File: src/inc/ddc_defines.svh
// Constants for the memory controller write path, calibration bus and pad sequencer
`ifndef DDC_DEFINES_SVH
`define DDC_DEFINES_SVH
// ----------------------------------------------------------------
// Widths
// ----------------------------------------------------------------
`define DDC_AXI_NARROW_W   128
`define DDC_AXI_WIDE_W     256
`define DDC_ID_W           8
`define DDC_MEM_ADDR_W     16
`define DDC_MEM_BANK_W     3
`define DDC_DQ_W           16
// ----------------------------------------------------------------
// Timing
// ----------------------------------------------------------------
`define DDC_CLK_PERIOD_NS  100
`define DDC_RST_HOLD_NS    200000
`define DDC_RST_HOLD_CYC   ((`DDC_RST_HOLD_NS + `DDC_CLK_PERIOD_NS - 1) / `DDC_CLK_PERIOD_NS)
`define DDC_CKE_WAIT_NS    500000
`define DDC_CKE_WAIT_CYC   ((`DDC_CKE_WAIT_NS + `DDC_CLK_PERIOD_NS - 1) / `DDC_CLK_PERIOD_NS)
`define DDC_MODE_REG_CNT   4
// ----------------------------------------------------------------
// Commands {cs, ras, cas, we}, all active low
// ----------------------------------------------------------------
`define DDC_CMD_NOP        4'h7
`define DDC_CMD_WRITE      4'h4
`define DDC_CMD_MODE       4'h0
`define DDC_CMD_DESELECT   4'hF
// ----------------------------------------------------------------
// Calibration bus
// ----------------------------------------------------------------
`define DDC_CAL_ADDR       7'h2A
`endif

File: src/inc/ddc_pkg.sv
// Types for the memory controller startup sequencer and calibration bus slave
package ddc_pkg;
   // ----------------------------------------------------------------
   // Startup sequencer states
   // ----------------------------------------------------------------
   typedef enum logic [2:0] {
      init_idle     = 3'h0,
      init_rst_hold = 3'h1,
      init_cke_wait = 3'h2,
      init_mode_set = 3'h3,
      init_done     = 3'h4
   } ddc_init_state_t;
   // ----------------------------------------------------------------
   // Calibration bus slave states
   // ----------------------------------------------------------------
   typedef enum logic [2:0] {
      ser_idle = 3'h0,
      ser_addr = 3'h1,
      ser_ack  = 3'h2,
      ser_data = 3'h3
   } ddc_ser_state_t;
endpackage : ddc_pkg

File: src/ddc_sync.sv
// Two-flop synchroniser for inputs from outside the clock domain
`timescale 1ns/1ps
`default_nettype none
module ddc_sync #(
   parameter int          W         = 1,
   parameter logic [15:0] RESET_VAL = 16'h0000
) (
   // Clock and reset
   input  wire logic         clock,
   input  wire logic         reset_n,
   // Data
   input  wire logic [W-1:0] async_in,
   output var  logic [W-1:0] sync_out
);
   logic [W-1:0] stage1;   // Metastable stage, read only by stage two

   if (W > 16) begin : g_bad_w
      $error("ddc_sync supports at most 16 bits");
   end

   // Both stages reset to a constant
   always_ff @(posedge clock) begin
      if (!reset_n) begin
         stage1   <= RESET_VAL[W-1:0];
         sync_out <= RESET_VAL[W-1:0];
      end else begin
         stage1   <= async_in;
         sync_out <= stage1;
      end
   end
endmodule : ddc_sync
`default_nettype wire

File: src/ddc_ctrl.sv
// Memory controller write data ports, calibration bus, startup sequencer and pads
`include "ddc_defines.svh"
`timescale 1ns/1ps
`default_nettype none
module ddc_ctrl #(
   parameter int P0_W          = `DDC_AXI_WIDE_W,
   parameter int DQ_W          = `DDC_DQ_W,
   parameter int CKE_WAIT_CYC  = `DDC_CKE_WAIT_CYC,
   parameter logic [6:0] CAL_ADDR = `DDC_CAL_ADDR
) (
   // Clock and reset
   input  wire logic                        clock,
   input  wire logic                        reset_n,
   input  wire logic                        master_reset_n,
   // Port 0 write data
   input  wire logic [P0_W-1:0]             wr0_data,
   input  wire logic [P0_W/8-1:0]           wr0_strobe,
   input  wire logic [`DDC_ID_W-1:0]        wr0_id,
   input  wire logic                        wr0_last,
   input  wire logic                        wr0_valid,
   output logic                             wr0_ready,
   // Port 1 write data
   input  wire logic [`DDC_AXI_NARROW_W-1:0]   wr1_data,
   input  wire logic [`DDC_AXI_NARROW_W/8-1:0] wr1_strobe,
   input  wire logic [`DDC_ID_W-1:0]        wr1_id,
   input  wire logic                        wr1_last,
   input  wire logic                        wr1_valid,
   output logic                             wr1_ready,
   // Write progress
   output logic                             burst_done,
   output logic [`DDC_ID_W-1:0]             burst_done_id,
   // Calibration serial bus
   input  wire logic                        cal_bus_clock_in,
   input  wire logic                        cal_bus_data_in,
   output logic                             cal_bus_data_drive_en,
   output logic [7:0]                       cal_byte,
   output logic                             cal_byte_valid,
   // Startup sequencer
   input  wire logic                        init_sequencer_reset,
   input  wire logic                        init_sequencer_start,
   output logic                             init_complete,
   // Memory command pads
   output logic [`DDC_MEM_ADDR_W-1:0]       mem_addr,
   output logic [`DDC_MEM_BANK_W-1:0]       mem_bank,
   output logic                             mem_cs_n,
   output logic                             mem_ras_n,
   output logic                             mem_cas_n,
   output logic                             mem_we_n,
   output logic                             mem_clock_enable,
   output logic                             mem_reset_n,
   output logic                             mem_clock_p,
   output logic                             mem_clock_n,
   output logic                             mem_termination_ctrl,
   // Memory data pads
   input  wire logic [DQ_W-1:0]             mem_dq_in,
   output logic [DQ_W-1:0]                  mem_dq_out,
   output logic                             mem_dq_oe,
   input  wire logic [DQ_W/8-1:0]           mem_dqs_in,
   output logic [DQ_W/8-1:0]                mem_dqs_p_out,
   output logic [DQ_W/8-1:0]                mem_dqs_n_out,
   output logic                             mem_dqs_oe,
   output logic [DQ_W/8-1:0]                mem_byte_mask,
   // Impedance calibration pad
   input  wire logic                        mem_impedance_cal_pin_in,
   output logic                             mem_impedance_cal_pin_out,
   output logic                             mem_impedance_cal_pin_oe
);
   // ----------------------------------------------------------------
   // Derived sizes and checks
   // ----------------------------------------------------------------
   localparam int N_W    = `DDC_AXI_NARROW_W;
   localparam int LANES  = DQ_W / 8;
   localparam int CYC0   = P0_W / DQ_W;
   localparam int CYC1   = N_W / DQ_W;
   localparam int RST_HOLD = `DDC_RST_HOLD_CYC;

   if (!(P0_W == N_W || P0_W == `DDC_AXI_WIDE_W)) begin : g_bad_p0
      $error("Port 0 width must be 128 or 256");
   end
   if (!(DQ_W == 8 || DQ_W == 16)) begin : g_bad_dq
      $error("DQ width must be 8 or 16");
   end
   if (CKE_WAIT_CYC < 1 || CKE_WAIT_CYC > 65535) begin : g_bad_cke
      $error("Clock enable wait must fit 16 bits");
   end

   // ----------------------------------------------------------------
   // Input synchronisers
   // ----------------------------------------------------------------
   // Reset values match each pin's idle level, so no false edge follows reset
   logic [4:0] pins_s;     // {master rst_n, seq rst, seq start, cal clk, cal data}
   ddc_sync #(.W(5), .RESET_VAL(16'h0013)) u_sync (
      .clock    (clock),
      .reset_n  (reset_n),
      .async_in ({master_reset_n, init_sequencer_reset, init_sequencer_start,
                  cal_bus_clock_in, cal_bus_data_in}),
      .sync_out (pins_s)
   );

   logic rst;              // Whole-block reset, either source
   assign rst = !reset_n || !pins_s[4];

   // Unused read paths are kept only to present the pad triples
   logic unused_in;
   assign unused_in = ^{mem_dq_in, mem_dqs_in, mem_impedance_cal_pin_in};

   // ----------------------------------------------------------------
   // Memory clock follows the controller clock
   // ----------------------------------------------------------------
   assign mem_clock_p = clock;
   assign mem_clock_n = !clock;
   assign mem_impedance_cal_pin_out = 1'b0;
   assign mem_impedance_cal_pin_oe  = 1'b0;

   // ----------------------------------------------------------------
   // Startup sequencer
   // ----------------------------------------------------------------
   ddc_pkg::ddc_init_state_t init_state;
   logic [15:0] init_cnt;  // Wait counter for reset hold and CKE wait
   logic        start_d;   // Previous start level, for edge finding
   logic        start_edge;
   assign start_edge = pins_s[2] && !start_d;

   // Start edge launches; the sequencer reset pins it in idle
   always_ff @(posedge clock) begin
      if (rst || pins_s[3]) begin
         init_state <= ddc_pkg::init_idle;
         init_cnt   <= 16'h0000;
         start_d    <= 1'b0;
      end else begin
         start_d <= pins_s[2];
         case (init_state)
            ddc_pkg::init_idle: begin
               if (start_edge) begin
                  init_state <= ddc_pkg::init_rst_hold;
                  init_cnt   <= 16'(RST_HOLD - 1);
               end
            end
            ddc_pkg::init_rst_hold: begin
               if (init_cnt == 16'h0000) begin
                  init_state <= ddc_pkg::init_cke_wait;
                  init_cnt   <= 16'(CKE_WAIT_CYC - 1);
               end else begin
                  init_cnt <= init_cnt - 16'h0001;
               end
            end
            ddc_pkg::init_cke_wait: begin
               if (init_cnt == 16'h0000) begin
                  init_state <= ddc_pkg::init_mode_set;
                  init_cnt   <= 16'(`DDC_MODE_REG_CNT - 1);
               end else begin
                  init_cnt <= init_cnt - 16'h0001;
               end
            end
            ddc_pkg::init_mode_set: begin
               // One mode register write per cycle
               if (init_cnt == 16'h0000) begin
                  init_state <= ddc_pkg::init_done;
               end else begin
                  init_cnt <= init_cnt - 16'h0001;
               end
            end
            ddc_pkg::init_done: begin
               // A fresh start reruns the whole sequence
               if (start_edge) begin
                  init_state <= ddc_pkg::init_rst_hold;
                  init_cnt   <= 16'(RST_HOLD - 1);
               end
            end
            default: init_state <= ddc_pkg::init_idle;
         endcase
      end
   end
   assign init_complete = (init_state == ddc_pkg::init_done);

   // ----------------------------------------------------------------
   // Write data holding registers, one beat per port
   // ----------------------------------------------------------------
   logic [P0_W-1:0]      h0_data;
   logic [P0_W/8-1:0]    h0_strb;
   logic [7:0]           h0_id;
   logic                 h0_last;
   logic                 h0_full;
   logic [N_W-1:0]       h1_data;
   logic [N_W/8-1:0]     h1_strb;
   logic [7:0]           h1_id;
   logic                 h1_last;
   logic                 h1_full;
   logic                 take0;       // Engine claims port 0 beat
   logic                 take1;       // Engine claims port 1 beat

   // Ready only with an empty slot and memory initialised; stalls until rerun
   assign wr0_ready = !h0_full && init_complete;
   assign wr1_ready = !h1_full && init_complete;

   // Capture on valid and ready; the ID and last travel with the data
   always_ff @(posedge clock) begin
      if (rst) begin
         h0_full <= 1'b0;
         h1_full <= 1'b0;
      end else begin
         if (wr0_valid && wr0_ready) begin
            h0_data <= wr0_data;
            h0_strb <= wr0_strobe;
            h0_id   <= wr0_id;
            h0_last <= wr0_last;
            h0_full <= 1'b1;
         end else if (take0) begin
            h0_full <= 1'b0;
         end
         if (wr1_valid && wr1_ready) begin
            h1_data <= wr1_data;
            h1_strb <= wr1_strobe;
            h1_id   <= wr1_id;
            h1_last <= wr1_last;
            h1_full <= 1'b1;
         end else if (take1) begin
            h1_full <= 1'b0;
         end
      end
   end

   // ----------------------------------------------------------------
   // Write engine: serialises a beat onto the data pads
   // ----------------------------------------------------------------
   logic                 busy;        // Beat on the pads
   logic                 last_p0;     // Fairness: port 0 served last
   logic [5:0]           beat_cnt;    // Data cycles still to go
   logic [P0_W-1:0]      shift_data;
   logic [P0_W/8-1:0]    shift_strb;
   logic [7:0]           cur_id;
   logic                 cur_last;
   logic [15:0]          col;         // Running column address

   // Alternate between ports when both wait, so neither starves
   assign take0 = !busy && init_complete && h0_full && (!h1_full || !last_p0);
   assign take1 = !busy && init_complete && h1_full && !take0;

   always_ff @(posedge clock) begin
      if (rst) begin
         busy          <= 1'b0;
         last_p0       <= 1'b0;
         beat_cnt      <= 6'h00;
         col           <= 16'h0000;
         burst_done    <= 1'b0;
         burst_done_id <= 8'h00;
      end else begin
         burst_done <= 1'b0;
         if (take0) begin
            busy       <= 1'b1;
            last_p0    <= 1'b1;
            beat_cnt   <= 6'(CYC0);
            shift_data <= h0_data;
            shift_strb <= h0_strb;
            cur_id     <= h0_id;
            cur_last   <= h0_last;
         end else if (take1) begin
            busy       <= 1'b1;
            last_p0    <= 1'b0;
            beat_cnt   <= 6'(CYC1);
            shift_data <= P0_W'(h1_data);
            shift_strb <= (P0_W/8)'(h1_strb);
            cur_id     <= h1_id;
            cur_last   <= h1_last;
         end else if (busy) begin
            shift_data <= shift_data >> DQ_W;
            shift_strb <= shift_strb >> LANES;
            beat_cnt   <= beat_cnt - 6'h01;
            if (beat_cnt == 6'h01) begin
               busy <= 1'b0;
               col  <= col + 16'h0001;
               // Report the burst end when its final beat leaves
               burst_done    <= cur_last;
               burst_done_id <= cur_id;
            end
         end
      end
   end

   // ----------------------------------------------------------------
   // Pad drivers, all from flip-flops
   // ----------------------------------------------------------------
   always_ff @(posedge clock) begin
      if (rst) begin
         {mem_cs_n, mem_ras_n, mem_cas_n, mem_we_n} <= `DDC_CMD_DESELECT;
         mem_addr             <= 16'h0000;
         mem_bank             <= 3'h0;
         mem_reset_n          <= 1'b0;
         mem_clock_enable     <= 1'b0;
         mem_termination_ctrl <= 1'b0;
         mem_dq_out           <= '0;
         mem_dq_oe            <= 1'b0;
         mem_dqs_p_out        <= '0;
         mem_dqs_n_out        <= '1;
         mem_dqs_oe           <= 1'b0;
         mem_byte_mask        <= '0;
      end else begin
         // Memory reset released after the hold; CKE after the wait
         mem_reset_n      <= (init_state != ddc_pkg::init_idle) &&
                             (init_state != ddc_pkg::init_rst_hold);
         mem_clock_enable <= (init_state == ddc_pkg::init_mode_set) ||
                             (init_state == ddc_pkg::init_done);
         {mem_cs_n, mem_ras_n, mem_cas_n, mem_we_n} <= `DDC_CMD_NOP;
         if (init_state == ddc_pkg::init_mode_set) begin
            {mem_cs_n, mem_ras_n, mem_cas_n, mem_we_n} <= `DDC_CMD_MODE;
            mem_bank <= init_cnt[2:0];
            mem_addr <= 16'h0000;
         end else if (take0 || take1) begin
            {mem_cs_n, mem_ras_n, mem_cas_n, mem_we_n} <= `DDC_CMD_WRITE;
            mem_addr <= col;
            mem_bank <= take0 ? h0_id[2:0] : h1_id[2:0];
         end
         // Data, strobes, mask and termination while a beat is out
         mem_termination_ctrl <= busy;
         mem_dq_oe            <= busy;
         mem_dqs_oe           <= busy;
         mem_dq_out           <= shift_data[DQ_W-1:0];
         mem_byte_mask        <= busy ? ~shift_strb[LANES-1:0] : '0;
         mem_dqs_p_out        <= busy ? ~mem_dqs_p_out : '0;
         mem_dqs_n_out        <= busy ? mem_dqs_p_out : '1;
      end
   end

   // ----------------------------------------------------------------
   // Calibration bus slave, write-only
   // ----------------------------------------------------------------
   // Limitation: read transfers are acknowledged but return nothing.
   ddc_pkg::ddc_ser_state_t ser_state;
   logic       scl_d;
   logic       sda_d;
   logic [3:0] bit_cnt;
   logic [7:0] ser_shift;
   logic       scl_rise;
   logic       scl_fall;
   logic       start_cond;
   logic       stop_cond;
   assign scl_rise   = pins_s[1] && !scl_d;
   assign scl_fall   = !pins_s[1] && scl_d;
   assign start_cond = pins_s[1] && scl_d && sda_d && !pins_s[0];
   assign stop_cond  = pins_s[1] && scl_d && !sda_d && pins_s[0];

   // Samples on clock rise, drives acknowledge by enabling the low pull
   always_ff @(posedge clock) begin
      if (rst) begin
         ser_state             <= ddc_pkg::ser_idle;
         scl_d                 <= 1'b1;
         sda_d                 <= 1'b1;
         bit_cnt               <= 4'h0;
         ser_shift             <= 8'h00;
         cal_bus_data_drive_en <= 1'b0;
         cal_byte              <= 8'h00;
         cal_byte_valid        <= 1'b0;
      end else begin
         scl_d          <= pins_s[1];
         sda_d          <= pins_s[0];
         cal_byte_valid <= 1'b0;
         if (start_cond) begin
            ser_state             <= ddc_pkg::ser_addr;
            bit_cnt               <= 4'h0;
            cal_bus_data_drive_en <= 1'b0;
         end else if (stop_cond) begin
            ser_state             <= ddc_pkg::ser_idle;
            cal_bus_data_drive_en <= 1'b0;
         end else begin
            case (ser_state)
               ddc_pkg::ser_addr, ddc_pkg::ser_data: begin
                  if (scl_rise && bit_cnt != 4'h8) begin
                     ser_shift <= {ser_shift[6:0], pins_s[0]};
                     bit_cnt   <= bit_cnt + 4'h1;
                  end else if (scl_fall && bit_cnt == 4'h8) begin
                     if (ser_state == ddc_pkg::ser_data) begin
                        cal_byte       <= ser_shift;
                        cal_byte_valid <= 1'b1;
                        cal_bus_data_drive_en <= 1'b1;
                        ser_state      <= ddc_pkg::ser_ack;
                     end else if (ser_shift[7:1] == CAL_ADDR) begin
                        cal_bus_data_drive_en <= 1'b1;
                        ser_state      <= ddc_pkg::ser_ack;
                     end else begin
                        ser_state <= ddc_pkg::ser_idle;
                     end
                  end
               end
               ddc_pkg::ser_ack: begin
                  // Release the line after the acknowledge clock
                  if (scl_fall) begin
                     cal_bus_data_drive_en <= 1'b0;
                     bit_cnt   <= 4'h0;
                     ser_state <= ddc_pkg::ser_data;
                  end
               end
               default: ser_state <= ddc_pkg::ser_idle;
            endcase
         end
      end
   end
endmodule : ddc_ctrl
`default_nettype wire

File: config.mk
export PLATFORM = sky130hd
export DESIGN_NAME = ddc_ctrl
export DESIGN_NICKNAME = d
export VERILOG_FILES = /design/src/inc/ddc_pkg.sv /design/src/ddc_sync.sv /design/src/ddc_ctrl.sv
export VERILOG_INCLUDE_DIRS = /design/src /design/src/inc
export SDC_FILE = /design/constraint.sdc
export NUM_CORES = 1
export LEC_CHECK = 0
export BUFFER_PORTS_ARGS = -buffer_cell sky130_fd_sc_hd__buf_4
export CAP_MARGIN = 20
export CORE_MARGIN = 2
export CORE_UTILIZATION = 60
export CTS_CLUSTER_DIAMETER = 40
export CTS_CLUSTER_SIZE = 14
export DETAILED_ROUTE_END_ITERATION = 8
export PLACE_DENSITY = 0.92
export SLEW_MARGIN = 15
export SYNTH_ARGS = -nofsm -noshare
export SYNTH_HDL_FRONTEND = slang
export SYNTH_HIERARCHICAL = 1
export SYNTH_SLANG_ARGS = --single-unit
export TNS_END_PERCENT = 1
File: constraint.sdc
create_clock -name clock -period 66.9 [get_ports clock]
set_clock_uncertainty 0.05 [all_clocks]
set_input_delay 6.69 -clock clock [delete_from_list [all_inputs] [get_ports clock]]
set_output_delay 6.69 -clock clock [all_outputs]
set_load 0.01 [all_outputs]
==> flow_metrics.env, run 1 <==
export IMPL_dominantRegCellSynth="edfxtp_1"
export IMPL_synth_top_family_by_area="compound AO/OA/AOI/OAI gates"
export IMPL_slowest_delay_ps=230
export IMPL_cellLeakagePower_nw=15.1
export IMPL_setup_tns_ps=0
export IMPL_track_usage_pct=30.6
export IMPL_slew_viol_final=0
export IMPL_rows=84
export IMPL_muxShareOfSynthArea_pct=3.39
export IMPL_drv_cap=0
export IMPL_grt_pass1_vias=20769
export IMPL_die_area_um2=55200
export IMPL_p_per_area_nw_per_um2=29.5
export IMPL_yosysTopAreaCell="edfxtp_1"
export IMPL_rsz0062_at_grt="no"
export IMPL_antenna_found_initial=27
export IMPL_worst_path_max_fanout=14
export IMPL_globalplace_congestion=0.871
export IMPL_met2_usage_pct=52.4
export IMPL_fin_util_pct=75.8
export IMPL_start_util_pct=60.8
export IMPL_multiInputGateArea_um2=6300
export IMPL_status="finished clean"
export IMPL_core_area_um2=52700
export IMPL_syn_instance_count=2032
export IMPL_dp_cells=3159
export IMPL_syn2layout_area_growth_pct=24.7
export IMPL_clk_insertion_delay_late_ps=760
export IMPL_cts_tree="done"
export IMPL_yosys_top_cells_count="edfxtp_1, nand2_1, dfxtp_1, a22o_1, mux2i_1"
export IMPL_critical_path_most_common_cell="clkbuf_16"
export IMPL_setup_violations=0
export IMPL_first_iter_violations=1953
export IMPL_cts_setup_buffers=0
export IMPL_grt_overflow_total=0
export IMPL_synth_xor_area_share_pct=0.547
export IMPL_crit_chain="clkbuf_16 -> clkbuf_16 -> clkbuf_16 -> clkbuf_16 -> inv_1 -> buf_4"
export IMPL_critPathCaptureType="output port"
export IMPL_die_h_um=235
export IMPL_drcViolationCount=0
export IMPL_use_met1_pct=34.9
export IMPL_die_w_um=235
export IMPL_holdWs_ps=382
export IMPL_worst_path_buf_inv=6
export IMPL_irDropWorstVdd_mv=0.0252
export IMPL_synthSimpleGateAreaFrac_pct=7.15
export IMPL_yosysSeqAreaShare_pct=78.7
export IMPL_fin_nets=3058
export IMPL_path_class="clk -> out"
export IMPL_crit_family="buffers and inverters"
export IMPL_clkSlewWorstSetupHoldPaths_ps=60
export IMPL_regArea_um2=25200
export IMPL_yosysWarnings=6
export IMPL_tightest_slew_ps=1120
export IMPL_grt_pass1_wl_mm=126
export IMPL_grt_max_degree=203
export IMPL_ios=554
export IMPL_ant_nets=0
export IMPL_drt_wirelength_per_cell_um=25.7
export IMPL_synth_top_cells_by_area="edfxtp_1, dfxtp_1, nand2_1"
export IMPL_dp_hpwl_mm=51.7
export IMPL_relSlewSlack_pct=25.2
export IMPL_syn_area_per_cell_um2=15.7
export IMPL_first_pass_iters=5
export IMPL_crit_path_start_kind="clock port"
export IMPL_busiest_layer="met2"
export IMPL_power_mw=1.18
export IMPL_nFillCells=2615
export IMPL_synth_seq_cells=885
export IMPL_synth_async_reset_ratio_pct=0
export IMPL_routed_wirelength_mm=86.3
export IMPL_synth_edf_count=747
export IMPL_finalHoldViolations=0
export IMPL_yosysMostFrequentCell="edfxtp_1"
export IMPL_port_buffers=532
export IMPL_ys_types=62
export IMPL_vias=20363
export IMPL_synth_cell_area_um2=32000
export IMPL_synth_compound_area_share_pct=8.15
export IMPL_synth_top_area_share_pct=70.1
export IMPL_grt_use_met3_pct=8.27
export IMPL_crit_slowest_cell="clkbuf_16"
export IMPL_required_ps=60160
export IMPL_holdCritPathClass="reg -> reg"
export IMPL_worst_ep_arrival_time_ps=34360
export IMPL_cts_resized=0
export IMPL_synthAdderAreaFrac_pct=0.274
export IMPL_vias_per_cell=6.07
export IMPL_holdBufCountCts=0
export IMPL_drive_above_1_share_pct=27.7
export IMPL_fin_cells=3355
-- metrics by stage --
stage / setup WS [ps] / area [um2]
final: 25800 / 39900
after global routing: 25750 / 39900
after CTS: 25760 / 39800
after detailed placement: 26580 / 36600
after global placement: 26580 / 36600
after floorplan: 26590 / 32000
-- sequential cells by signal, summed over array words and instances, names as in the netlist, 3 cells and up --
| name | cells |
|---|---|
| u_sync/sync_out | 5 |
| h0_id | 8 |
| ser_shift | 8 |
| u_sync/stage1 | 5 |
| shift_strb | 32 |
| h0_data | 256 |
| mem_addr | 16 |
| h0_strb | 32 |
| bit_cnt | 4 |
| col | 16 |
| init_cnt | 16 |
| h1_data | 128 |
| mem_bank | 3 |
| init_state | 3 |
| h1_strb | 16 |
| shift_data | 256 |
| burst_done_id | 8 |
| cur_id | 8 |
| cal_byte | 8 |
| beat_cnt | 6 |
| mem_dq_out | 16 |
| h1_id | 8 |
-- worst paths after layout --
kind | cells past startpoint | to | slack, ps | from
worst max-delay path | 6 | mem_clock_n | 25800 | clock
worst min register to register | 1 | u_sync/sync_out[0]$_SDFF_PN1_ | 380 | u_sync/stage1[0]$_SDFF_PN1_
worst min-delay path | 1 | u_sync/sync_out[0]$_SDFF_PN1_ | 380 | u_sync/stage1[0]$_SDFF_PN1_
worst max register to register | 6 | shift_data[170]$_DFFE_PP_ | 61900 | u_sync/sync_out[4]$_SDFF_PN1_
-- placed cells by master (no fill, tap or decap), drive strengths merged, types with 22 or more instances in the layout --
| master | instances |
|---|---|
| a22o | 126 |
| diode | 24 |
| nand2 | 301 |
| dfxtp | 138 |
| nor2 | 62 |
| mux2i | 104 |
| o21ai | 105 |
| edfxtp | 747 |
| buf | 553 |
| a22oi | 60 |
| and2 | 28 |
| and3 | 22 |
| clkbuf | 111 |
| clkinv | 24 |
| inv | 35 |
| a21oi | 46 |
-- worst reg2reg max path: stages (launching register included) --
cell	delay, ps
dfxtp_1	720
and2_1	680
inv_2	60
buf_4	320
o21ai_4	820
buf_4	910
buf_4	1020
-- routing by layer --
metal  vias to the layer above  wire length [um]  part of all wire, %
met4                        10              4580                  5.3
met2                      1311             44500                   52
met1                      9976             28800                   33
met5                         -                70                0.081
met3                       279              8440                  9.8
li1                       8787                 -                    -
-- area by class of cell --
type | instances | area share (%)
Sequential cell | 885 | 63.2
Multi-Input combinational cell | 1017 | 15.8
Timing Repair Buffer | 551 | 10.4
Clock buffer | 113 | 6.49
Tap cell | 688 | 2.16
Clock inverter | 59 | 1.63
Inverter | 18 | 0.169
Antenna cell | 24 | 0.151
-- power by group --
part / leakage [nW] / internal, mW / total [mW] / switching [mW]
registers: 8.05 / 0.596 / 0.598 / 0.00205
clock network: 1.57 / 0.316 / 0.541 / 0.226
logic: 5.44 / 0.0227 / 0.0391 / 0.0164
-- kinds of logic (layout without fill, tap and decap cells) --
| logic type | Yosys count | count (layout) |
|---|---|---|
| buffers and inverters | 131 | 741 |
| AO/OA/AOI/OAI | 375 | 375 |
| XOR/XNOR | 20 | 20 |
| multiplexers | 108 | 108 |
| flip-flops | 885 | 885 |
| other | 1 | 26 |
| adder cells (fa/ha/maj) | 7 | 7 |
| AND/OR/NAND/NOR | 505 | 505 |
No activity file was read; power rests on OpenSTA's default activity.
==> inputs of run 2 (changes only) <==
Settings changed: CORE_UTILIZATION 60 to 56, PLACE_DENSITY 0.92 to 0.87.
Clock period 66.9 ns to 39.1 ns, I/O delays scaled along.
==> run 2 against run 1 <==
Net effect:
- register-to-register slack lost 27000 ps
- cell area up 0.69%
- global-route usage down 3.0 points
- count of clock-buffer cells in the layout grew 1
- largest cell class unchanged
- highest routed layer unchanged
==> flow_metrics.env, run 2 (same netlist as run 1, synthesis figures left out) <==
export IMPL_drt_wirelength_per_cell_um=23.9
export IMPL_vias=20036
export IMPL_ant_nets=0
export IMPL_path_class="clk -> out"
export IMPL_layout_commonest_cell="edfxtp_1"
export IMPL_setup_violations=0
export IMPL_cts_tree="done"
export IMPL_first_pass_iters=5
export IMPL_tightest_slew_ps=1310
export IMPL_postPlaceCellArea_um2=36700
export IMPL_worst_ep_arrival_time_ps=20450
export IMPL_p_per_area_nw_per_um2=51.0
export IMPL_die_area_um2=59100
export IMPL_reg2regPathDepth=4
export IMPL_die_h_um=243
export IMPL_vias_per_cell=5.83
export IMPL_drive_above_1_share_pct=28.3
export IMPL_slew_viol_final=0
export IMPL_cellLeakagePower_nw=15.2
export IMPL_fin_cells=3437
export IMPL_cp_endpoint="mem_clock_n"
export IMPL_irDropWorstVdd_mv=0.0449
export IMPL_ios=554
export IMPL_relSlewSlack_pct=12.7
export IMPL_reg_top3="h0_data (256), shift_data (256), h1_data (128)"
export IMPL_busiest_layer="met2"
export IMPL_setup_tns_ps=0
export IMPL_power_mw=2.05
export IMPL_fin_util_pct=71.2
export IMPL_grt_use_met3_pct=6.69
export IMPL_start_util_pct=56.7
export IMPL_critPathCaptureType="output port"
export IMPL_cts_setup_buffers=0
export IMPL_drcViolationCount=0
export IMPL_rsz0062_at_grt="no"
export IMPL_finalHoldViolations=0
export IMPL_dp_cells=3227
export IMPL_antenna_found_initial=22
export IMPL_first_iter_violations=1635
export IMPL_grt_pass1_wl_mm=122
export IMPL_fin_nets=3062
export IMPL_met2_usage_pct=47.2
export IMPL_r2r_start="u_sync/sync_out[4]$_SDFF_PN1_"
export IMPL_use_met1_pct=32.1
export IMPL_reg2reg_slack_ps=34590
export IMPL_required_ps=35140
export IMPL_rows=87
export IMPL_syn2layout_area_growth_pct=25.5
export IMPL_grt_max_degree=203
export IMPL_design_area_um2=40200
export IMPL_layout_common_cells="edfxtp_1, buf_4, nand2_1, dfxtp_1, a22o_1"
export IMPL_core_area_um2=56400
export IMPL_clkSlewWorstSetupHoldPaths_ps=60
export IMPL_cp_startpoint="clock"
export IMPL_grt_overflow_total=0
export IMPL_holdBufCountCts=0
export IMPL_grt_pass1_vias=20377
export IMPL_status="finished clean"
export IMPL_worst_path_max_fanout=12
export IMPL_holdCritPathClass="reg -> reg"
export IMPL_reg2reg_to="h0_data[100]$_DFFE_PP_"
export IMPL_port_buffers=532
export IMPL_die_w_um=243
export IMPL_routed_wirelength_mm=82.2
export IMPL_clk_insertion_delay_late_ps=780
export IMPL_globalplace_congestion=0.891
export IMPL_cts_resized=0
export IMPL_track_usage_pct=27.6
export IMPL_dp_hpwl_mm=50.8
export IMPL_drv_cap=0
export IMPL_crit_path_start_kind="clock port"
[run 2: layout make-up]
type	instances	area, um2
flip-flops and latches	885	25200
clock inverters	77	771
inverters	18	67.6
well taps	756	946
repair buffers	549	4150
diodes	21	52.6
fillers	3233	16200
multi-input cells	1017	6300
clock buffers	114	2680
[run 2: metal layers]
metal	wire (um)	share of wire [%]
met3	7960	9.7
met1	28400	34
met4	4120	5.0
met5	26	0.032
met2	41700	51
[run 2: worst min-delay path by stage]
| stage | depth (start not counted) | start | end |
|---|---|---|---|
| floorplan | 1 | shift_strb[0]$_DFFE_PP_ | mem_byte_mask[0]$_SDFF_PP0_ |
| global placement | 1 | shift_strb[1]$_DFFE_PP_ | mem_byte_mask[1]$_SDFF_PP0_ |
| detailed placement | 1 | shift_strb[1]$_DFFE_PP_ | mem_byte_mask[1]$_SDFF_PP0_ |
| CTS | 1 | u_sync/stage1[1]$_SDFF_PN1_ | u_sync/sync_out[1]$_SDFF_PN1_ |
| global route | 1 | shift_strb[1]$_DFFE_PP_ | mem_byte_mask[1]$_SDFF_PP0_ |
| finish | 1 | u_sync/stage1[1]$_SDFF_PN1_ | u_sync/sync_out[1]$_SDFF_PN1_ |
[run 2: metrics by stage]
stage / worst slack, ps / hold slack, ps
final: 14690 / 374
after global routing: 14660 / 394
after CTS: 14660 / 367
after detailed placement: 15460 / 346
after global placement: 15460 / 342
after floorplan: 13120 / 335
[run 2: worst max-delay path, stage by stage]
cell and delay (ps):
clkbuf_16 120, clkbuf_16 200, clkbuf_16 230, clkbuf_16 180
inv_1 50, buf_4 110
[run 2: power breakdown]
group	switching, mW	total (mW)	leakage, nW	internal (mW)
clock network	0.404	0.962	1.68	0.558
logic	0.0264	0.0651	5.43	0.0387
registers	0.00365	1.02	8.05	1.02
